## config.mk

```make
export PLATFORM = sky130hd
export DESIGN_NAME = fmpc_host
export DESIGN_NICKNAME = d
export VERILOG_FILES = /design/src/logic/fmpc_pkg.sv /design/src/logic/fmpc_host.sv
export SDC_FILE = /design/constraint.sdc
export NUM_CORES = 1
export LEC_CHECK = 0
export ABC_AREA = 1
export BUFFER_PORTS_ARGS = -buffer_cell sky130_fd_sc_hd__buf_2
export CAP_MARGIN = 20
export CORE_UTILIZATION = 57
export CTS_BUF_LIST = sky130_fd_sc_hd__clkbuf_8
export CTS_CLUSTER_SIZE = 40
export DETAILED_ROUTE_END_ITERATION = 6
export HOLD_SLACK_MARGIN = 0.15
export MAX_ROUTING_LAYER = met4
export PLACE_DENSITY = 0.89
export SYNTH_ARGS = -nofsm -noshare
export SYNTH_HDL_FRONTEND = slang
export SYNTH_SLANG_ARGS = --single-unit
```

## constraint.sdc

```tcl
create_clock -name i_core_clk -period 2.1 [get_ports i_core_clk]
set_input_delay 0.525 -clock i_core_clk [delete_from_list [all_inputs] [get_ports i_core_clk]]
set_output_delay 0.525 -clock i_core_clk [all_outputs]
set_load 0.02 [all_outputs]
```

## src/logic/fmpc_pkg.sv

```systemverilog
// Constants and types shared by the flash mode-control host.
package fmpc_pkg;
  localparam int ADDR_W = 22;
  localparam int DATA_W = 8;
  localparam int GRP_W = 4;
  localparam int GRP_LSB = 18;
  // Low address byte values for the command-entered readout.
  localparam logic [7:0] ID_OFS_MAKER = 8'h00;
  localparam logic [7:0] ID_OFS_PART = 8'h01;
  localparam logic [7:0] ID_OFS_PROT = 8'h02;
  // Command bytes and unlock addresses are not given; values are arbitrary.
  localparam logic [10:0] UNLOCK_ADDR1 = 11'h555;
  localparam logic [10:0] UNLOCK_ADDR2 = 11'h2aa;
  localparam logic [7:0] UNLOCK_DATA1 = 8'haa;
  localparam logic [7:0] UNLOCK_DATA2 = 8'h55;
  localparam logic [7:0] CMD_AUTOSEL = 8'h90;
  localparam logic [7:0] CMD_RESET = 8'hf0;
  localparam logic [7:0] PROT_SET = 8'h01;
  localparam int TIME_LIMIT_BIT = 5;
  localparam int PARITY_BIT = 7;
  // Bus timing: each strobe phase lasts this long.
  localparam int PHASE_NS = 80;
  localparam int CLK_NS = 10;
  localparam logic [3:0] PHASE_CYC = 4'((PHASE_NS + CLK_NS - 1) / CLK_NS);
  localparam logic [3:0] ZERO_CNT = 4'h0;
  localparam logic [3:0] ONE_CNT = 4'h1;
  typedef enum logic [1:0] {
    FMPC_OP_READ_ID,
    FMPC_OP_HV_ID,
    FMPC_OP_RESET,
    FMPC_OP_WRITE
  } fmpc_op_e;
endpackage

```

## src/logic/fmpc_host.sv

```systemverilog
// Host controller that drives the flash bus for identification and reset.
`timescale 1ns/1ps
// Notes on behaviour
// - HV identification raises the address-nine detect line.
// - Reset-pin HV detect gives temporary unprotect.
// - Write only with select, write low, output high.
// - Leave identification by writing reset.
// - Time-limit flag is only reported on o_time_limit; the host does not write reset itself.
module fmpc_host
  import fmpc_pkg::*;
(
  input wire logic i_core_clk,
  input wire logic i_rst_n,
  input wire logic i_req,
  input wire logic [1:0] i_op,
  input wire logic [ADDR_W-1:0] i_addr,
  input wire logic [DATA_W-1:0] i_wdata,
  input wire logic [DATA_W-1:0] i_dq_in,
  output logic o_busy,
  output logic o_done,
  output logic [DATA_W-1:0] o_rdata,
  output logic o_parity_ok,
  output logic o_time_limit,
  output logic o_ce_n,
  output logic o_we_n,
  output logic o_oe_n,
  output logic [ADDR_W-1:0] o_addr,
  output logic [DATA_W-1:0] o_dq_out,
  output logic o_dq_oe_n,
  output logic o_a9_hv,
  output logic o_reset_hv
);
  typedef enum logic [2:0] {
    ST_IDLE, ST_WSETUP, ST_WSTROBE, ST_WHOLD, ST_RSTROBE, ST_RDONE
  } fmpc_state_e;

  fmpc_state_e state_r, state_nxt;
  logic [3:0] cnt_r;
  logic [1:0] step_r;
  logic [1:0] op_r;
  logic [ADDR_W-1:0] addr_r;
  logic [DATA_W-1:0] wdata_r;
  logic ce_n_r, we_n_r, oe_n_r, dq_oe_n_r, busy_r, done_r, a9_r;
  logic [ADDR_W-1:0] bus_addr_r;
  logic [DATA_W-1:0] dq_r, rdata_r;
  logic par_r, tl_r;

  wire cnt_end = (cnt_r == ONE_CNT);
  wire is_read_op = (op_r == FMPC_OP_READ_ID) || (op_r == FMPC_OP_HV_ID);
  // In idle the request fields feed the bus directly, so the first cycle
  // of a transfer already shows the new address, data and address-nine detect.
  wire in_idle = (state_r == ST_IDLE);
  wire [1:0] op_cur = in_idle ? i_op : op_r;
  wire [ADDR_W-1:0] addr_cur = in_idle ? i_addr : addr_r;
  wire [DATA_W-1:0] wdata_cur = in_idle ? i_wdata : wdata_r;
  wire [1:0] step_cur = in_idle ? 2'd0 : step_r;
  // Marks the last write cycle: the third of an in-system identification, the only one otherwise.
  wire last_write = (op_r == FMPC_OP_READ_ID) ? (step_r == 2'd2) : 1'b1;
  wire [10:0] unlock_a = (step_cur == 2'd1) ? UNLOCK_ADDR2 : UNLOCK_ADDR1;
  wire [DATA_W-1:0] unlock_d = (step_cur == 2'd0) ? UNLOCK_DATA1 :
                               (step_cur == 2'd1) ? UNLOCK_DATA2 : CMD_AUTOSEL;
  // The reset command goes out at the caller's address, any value.
  wire [ADDR_W-1:0] w_addr = (op_cur == FMPC_OP_READ_ID) ?
      {{(ADDR_W-11){1'b0}}, unlock_a} : addr_cur;
  wire [DATA_W-1:0] w_data = (op_cur == FMPC_OP_RESET) ? CMD_RESET :
      (op_cur == FMPC_OP_READ_ID) ? unlock_d : wdata_cur;
  wire hv_read = (op_cur == FMPC_OP_HV_ID);
  // Unprotect drops together with busy, so it never outlives the write op.
  wire unprot_on = busy_r && (op_r == FMPC_OP_WRITE) && (state_r != ST_RDONE);
  wire parity_odd = ^i_dq_in;

  always_comb begin
    state_nxt = state_r;
    unique case (state_r)
      ST_IDLE: begin
        if (i_req) begin
          state_nxt = (i_op == FMPC_OP_HV_ID) ? ST_RSTROBE : ST_WSETUP;
        end
      end
      ST_WSETUP: begin
        if (cnt_end) begin
          state_nxt = ST_WSTROBE;
        end
      end
      ST_WSTROBE: begin
        if (cnt_end) begin
          state_nxt = ST_WHOLD;
        end
      end
      ST_WHOLD: begin
        if (cnt_end) begin
          if (!last_write) state_nxt = ST_WSETUP;
          else if (is_read_op) state_nxt = ST_RSTROBE;
          else state_nxt = ST_RDONE;
        end
      end
      ST_RSTROBE: begin
        if (cnt_end) begin
          state_nxt = ST_RDONE;
        end
      end
      ST_RDONE: state_nxt = ST_IDLE;
    endcase
  end

  always_ff @(posedge i_core_clk) begin
    if (!i_rst_n) begin
      // Strobes rest high from reset so no write can form.
      state_r <= ST_IDLE;
      cnt_r <= ZERO_CNT;
      step_r <= 2'd0;
      op_r <= FMPC_OP_READ_ID;
      addr_r <= '0;
      wdata_r <= '0;
      ce_n_r <= 1'b1;
      we_n_r <= 1'b1;
      oe_n_r <= 1'b1;
      dq_oe_n_r <= 1'b1;
      bus_addr_r <= '0;
      dq_r <= '0;
      busy_r <= 1'b0;
      done_r <= 1'b0;
      rdata_r <= '0;
      par_r <= 1'b0;
      tl_r <= 1'b0;
      a9_r <= 1'b0;
    end else begin
      state_r <= state_nxt;
      done_r <= 1'b0;
      cnt_r <= (state_nxt != state_r) ? PHASE_CYC : cnt_r - ONE_CNT;
      if (state_r == ST_IDLE && i_req) begin
        op_r <= i_op;
        addr_r <= i_addr;
        wdata_r <= i_wdata;
        step_r <= 2'd0;
        busy_r <= 1'b1;
      end
      unique case (state_nxt)
        ST_WSETUP: begin
          // Address and data settle before both strobes fall.
          bus_addr_r <= w_addr;
          dq_r <= w_data;
          dq_oe_n_r <= 1'b0;
          oe_n_r <= 1'b1;
        end
        ST_WSTROBE: begin
          ce_n_r <= 1'b0;
          we_n_r <= 1'b0;
        end
        ST_WHOLD: begin
          ce_n_r <= 1'b1;
          we_n_r <= 1'b1; // Data held through the rising edge.
        end
        ST_RSTROBE: begin
          // Caller's address selects code or group.
          bus_addr_r <= addr_cur;
          dq_oe_n_r <= 1'b1;
          ce_n_r <= 1'b0;
          oe_n_r <= 1'b0; // Output low blocks any write.
          a9_r <= hv_read;
        end
        default: begin
          ce_n_r <= 1'b1;
          we_n_r <= 1'b1;
          oe_n_r <= 1'b1;
        end
      endcase
      if (state_r == ST_WHOLD && cnt_end) step_r <= step_r + 2'd1;
      if (state_r == ST_RSTROBE && cnt_end) begin
        rdata_r <= i_dq_in;
        par_r <= parity_odd;
        tl_r <= i_dq_in[TIME_LIMIT_BIT];
      end
      if (state_r == ST_RDONE) begin
        busy_r <= 1'b0;
        done_r <= 1'b1;
        dq_oe_n_r <= 1'b1;
        a9_r <= 1'b0;
      end
    end
  end

  // Temporary unprotect is a plain level raised for every write op.
  always_ff @(posedge i_core_clk) begin
    if (!i_rst_n) begin
      o_reset_hv <= 1'b0;
    end else begin
      o_reset_hv <= unprot_on;
    end
  end

  assign o_busy = busy_r;
  assign o_done = done_r;
  assign o_rdata = rdata_r;
  assign o_parity_ok = par_r;
  assign o_time_limit = tl_r;
  assign o_ce_n = ce_n_r;
  assign o_we_n = we_n_r;
  assign o_oe_n = oe_n_r;
  assign o_addr = bus_addr_r;
  assign o_dq_out = dq_r;
  assign o_dq_oe_n = dq_oe_n_r;
  assign o_a9_hv = a9_r;
endmodule

```

# Yosys cells after proc, flatten, opt, wreduce, memory -nomap -nowiden
# Index checks and enable logic that the tools add are counted.
[word_totals] ff_bits=89 input_bits=43 output_inout_bits=48
[op_classes] n_addsub=2 n_eq_ne=19 mux=29 bitwise=1 reduce_logical=18
[ops] operator="$mux 22" count=2
[ops] operator="$pmux 22 s2" count=1
[ops] operator="$mux 8" count=5
[ops] operator="$mux 3" count=7
[ops] operator="$pmux 3 s6" count=1
[ops] operator="$eq 3x2->1 const B" count=4
[ops] operator="$mux 11" count=1
[ops] operator="$reduce_or 2->1" count=5
[ops] operator="$eq 3x3->1 const B" count=3
[ops] operator="$eq 2x1->1 const B" count=4
[ops] operator="$mux 2" count=4
[ops] operator="$pmux 1 s2" count=4
[ops] operator="$reduce_xor 8->1" count=1
[ops] operator="$eq 2x2->1 const B" count=3
[ops] operator="$eq 3x1->1 const B" count=2
[ops] operator="$logic_not 2->1" count=3
[ops] operator="$logic_and 1x1->1" count=5
[ops] operator="$eq 4x1->1 const B" count=1
[ops] operator="$mux 4" count=1
[ops] operator="$reduce_bool 2->1" count=2
[ops] operator="$sub 4x1->4 const B" count=1
[ops] operator="$logic_not 3->1" count=1
[ops] operator="$mux 1" count=3
[ops] operator="$ne 3x3->1" count=1
[ops] operator="other kinds (4)" count=4

# Logic depth before layout (Yosys ltp)
[depth] ltp_word=9 depth_mapped=15 depth_no_buf=15

# Worst setup path after synthesis
# Ideal clock, no wire load.
[synth_path] kind="flip-flop to flip-flop" startpoint="reg cnt_r[1]" endpoint="reg bus_addr_r[11], in the netlist o_addr[11]" setup_ns=0.115 arrival_ns=1.626 setup_slack_ns=0.359 stages_incl_launch_ff=14 cell_sequence="dfxtp_1 -> inv_1 -> ha_1 -> nand2_1 -> nor2_4 -> nor2_1 -> nor2_2 -> nand3_4 -> buf_6 -> nand3_4 -> nand2_4 -> buf_6 -> o21ai_1 -> nor2_1"
[synth_between] elab_chain_len=5 word_cells_on_any_way=10
[synth_rtl] element="start, declared" line="fmpc_host.sv:38" source="logic [3:0] cnt_r;"
[synth_rtl] element="start signal, assigned" line="fmpc_host.sv:130" source="cnt_r <= (state_nxt != state_r) ? PHASE_CYC : cnt_r - ONE_CNT;"
[synth_rtl] element="$eq 4x1->1 (*)" line="fmpc_host.sv:48" source="wire cnt_end = (cnt_r == ONE_CNT);"
[synth_rtl] element="$mux 3, on equally long branches"
[synth_rtl] element="$pmux 3 s6 (*)" line="fmpc_host.sv:74" source="unique case (state_r)"
[synth_rtl] element="$eq 3x3->1 / $eq 3x1->1 (equally long branches)" line="fmpc_host.sv:138" source="unique case (state_nxt)"
[synth_rtl] element="$pmux 22 s2 / $reduce_bool 2->1 (equally long branches)"
[synth_rtl] element="end signal, assigned" line="fmpc_host.sv:141" source="bus_addr_r <= w_addr;"
[synth_rtl] element="end signal, assigned" line="fmpc_host.sv:156" source="bus_addr_r <= addr_cur;"
[synth_rtl] element="end, declared" line="fmpc_host.sv:44" source="logic [ADDR_W-1:0] bus_addr_r;"
# Mark *: on every way between the ends. The rest lies on a longest branch, timed or not.
# A chain may end at the register's enable or synchronous reset.

# Worst setup path after layout
[layout_path] startpoint="reg cnt_r[1]" endpoint="reg bus_addr_r[2], in the netlist o_addr[2]"
# The elaborated chain is that of the path after synthesis.

==> reports/metrics.cfg <==
[timing]
final_setup_violation_count=0
timing.final.crit_period_ps=1970
part_of_the_cycle_the_worst_path_needs_pct=94.0
fin_skew_ps=13.9
total_neg_setup_slack_ps=0
hold_slack_ps=407
max_clock_freq_ghz=0.507
maxSlewHeadroom_pct=69.5
final_hold_viol_count=0
slew_violations=0
tightestPinTransition_ps=453

[power_and_ir_drop]
leakage_nw=2.52
totalPowerFinal_mw=8.86
ir_drop_mv=0.851
ratio_of_total_power_to_cell_area_nw_per_um2=1720

[finish]
fillerInstances=605
area_delta_synth_final_pct=19.7
antenna_cells=0
design.final.nets=744
final_util_pct=70.9
final_layout_size_suffix_gt1_share_pct=25.7
final_design_area_no_fill_um2=5140

[global_routing]
grt_util_all_layers_pct=28.9
global_route.overflow_total=0
vias_in_the_first_global_route=3727
grt_max_degree=35
antenna_violations_before_repair=0
global_route_wire_length_before_repair_mm=16.8

[detailed_routing]
route.antenna.remaining_nets=0
post_drt_via_cell_ratio=5.22
post-route-drc-count=0
detailedRoute.firstPassIterationCount=4
drtIter0Drc=210
wl_per_cell_um=13.5
vias=4187
totalWireLength_mm=10.8

[clock_tree]
htreeDepth=3
clk_pin_slew_worst_paths_ps=100
cts_made_buffers=9
clkLatencyLatePin_ps=380
cts_hold_buffers=0
tritoncts_clock_tree=built
clockRootBuffer=sky130_fd_sc_hd__clkbuf_8
cts.sink_count=88
ctsLongestPathBuffers=2

[status]
run_status=complete, no violations

[place]
place.port_buffers=90
post-dp-hpwl_mm=7.82
gp_congestion=0.897
placement.cell_area_um2=4840

[critical_path]
timing.critical_path.required_ps=2370
worstSetupStartpointType=flip-flop
regToRegEndpoint=o_addr[2]$_SDFFE_PN0P_
startpoint_of_the_worst_register_to_register_path=cnt_r[1]$_SDFF_PP0_
worstRegToRegCells=12
worst_setup_path_end_kind=flip-flop
worst_path_largest_cell_delay_ps=310
criticalPathCategory=flip-flop to flip-flop
crit_chain=inv_2, ha_2, nand2_1, nor2_4, nor2_1, nor2_2, nand3_4, buf_6, nand3_4, nand2_8, o21ai_0, nor2_1
cp_max_fo=12
critical_path.slowest_cell=sky130_fd_sc_hd__dfxtp_1
r2r_setup_slack_ps=130
critical_path_arrival_ps=2240

[floorplan]
die_height_um=88.8
num_rows=31
die-area_um2=7890
initial_utilization_pct=59.2
floorplan.io_pins=91
design.core.area_um2=7250
fp.dieW_um=88.8

[synth]
syn_area_um2=4300
syn_inst=606
sequential_cell_area_fraction_in_the_yosys_report_pct=41.0
synth_cell_type_count=30
synth-seq-cells=88
yosys_warnings=0
mean_post_synth_cell_area_um2=7.09
synth_fp_nets=652

[min_path]
worstHoldPathType=primary input to flip-flop
whs_endpoint=o_rdata[4]$_SDFFE_PN0P_
hp-start=i_dq_in[4]
timing.hold.worst_path_depth=3

[job]
drv.max_cap_violation_count=0

==> registers in the layout (all words and copies together), names as in the netlist, 2 cells and up <==
name	flops
o_rdata	8
step_r	2
o_addr	22
addr_r	22
o_dq_out	8
wdata_r	8
cnt_r	4
state_r	3
op_r	2
==> kinds of logic after synthesis <==
kind of cell / share of synthesized area [%]
AND/OR/NAND/NOR: 32.5
flip-flops: 41.0
AO/OA/AOI/OAI: 14.9
buffers and inverters: 8.48
XOR/XNOR: 2.24
adder cells (fa/ha/maj): 0.874
==> what timing repair did <==
action	CTS	global route
endpoints found under the setup margin	1	22
buffers inserted	0	6
gates resized for setup	1	14
endpoints found under the hold margin	0	0
gates cloned	0	1
pin swaps	0	6
==> report_power, final <==
part           internal [mW]  total [mW]  switching, mW
sequential              2.14        2.43          0.293
clock                  0.464        1.14          0.676
combinational           1.86        5.29           3.43
==> layout make-up <==
class	instances	area [um^2]	area share (%)
Inverter	50	190	3.70
Multi-Input combinational cell	438	2220	43.1
Clock inverter	7	71.3	1.39
Clock buffer	9	124	2.41
Sequential cell	88	1760	34.3
Timing Repair Buffer	111	649	12.6
Tap cell	99	124	2.41
==> worst max-delay path by stage <==
| stage | start | to | depth (start not counted) |
|---|---|---|---|
| 3_5_place_dp | cnt_r[1]$_SDFF_PP0_ | o_addr[2]$_SDFFE_PN0P_ | 13 |
| 5_1_grt | cnt_r[1]$_SDFF_PP0_ | o_addr[7]$_SDFFE_PN0P_ | 12 |
| 2_1_floorplan | cnt_r[1]$_SDFF_PP0_ | o_addr[11]$_SDFFE_PN0P_ | 13 |
| 6_report | cnt_r[1]$_SDFF_PP0_ | o_addr[2]$_SDFFE_PN0P_ | 12 |
| 3_3_place_gp | state_r[0]$_SDFF_PN0_ | o_addr[6]$_SDFFE_PN0P_ | 11 |
| 4_1_cts | cnt_r[1]$_SDFF_PP0_ | o_addr[2]$_SDFFE_PN0P_ | 13 |
==> worst max-delay path, delay by kind of cell (launching register included) <==
kind | cells | cell delay [ps]
simple gates | 8 | 990
flops | 1 | 310
fa+ha+maj | 1 | 170
buf+inv | 2 | 220
compound gates | 1 | 180
==> synth_stat cells, drive strengths merged <==
cell type	count	area, um^2
xnor2	7	61.3
o22ai	1	6.26
o21a	2	15.0
dfxtp	88	1760
ha	3	37.5
a211oi	16	120
a21oi	28	140
xor2	4	35.0
inv	49	184
buf	14	113
clkinv	1	3.75
o211a	5	50.1
or2	2	12.5
nor2	106	484
nand2	173	709
nand3	30	190
clkbuf	17	63.8
o21ai	60	308
==> routing by layer <==
metal / up-vias / global-route usage [%] / wire length (um)
met5: - / - / 0
met4: 0 / 14.2 / 310
met3: 29 / 5.78 / 711
met2: 160 / 45.9 / 5060
met1: 1886 / 34.9 / 4730
li1: 2112 / - / -
==> metrics by stage <==
step | std cells | setup slack [ps]
3_3_place_gp | 779 | 137
2_1_floorplan | 606 | 359
6_report | 802 | 126
3_5_place_dp | 779 | -3.47
4_1_cts | 795 | 41.1
5_1_grt | 802 | -19.0
==> cell usage in the layout (no fill, tap or decap), drive strengths merged <==
cell type | netlist | layout
nand2 | 173 | 174
buf | 14 | 111
nor2 | 106 | 106
dfxtp | 88 | 88
o21ai | 60 | 60
inv | 49 | 53
nand3 | 30 | 30
a21oi | 28 | 28
a211oi | 16 | 16
clkbuf | 17 | 9
xnor2 | 7 | 7
o211a | 5 | 5
xor2 | 4 | 4
clkinv | 1 | 4
ha | 3 | 3
o21a | 2 | 2
or2 | 2 | 2
o22ai | 1 | 1
(Power assumes the default switching activity.)
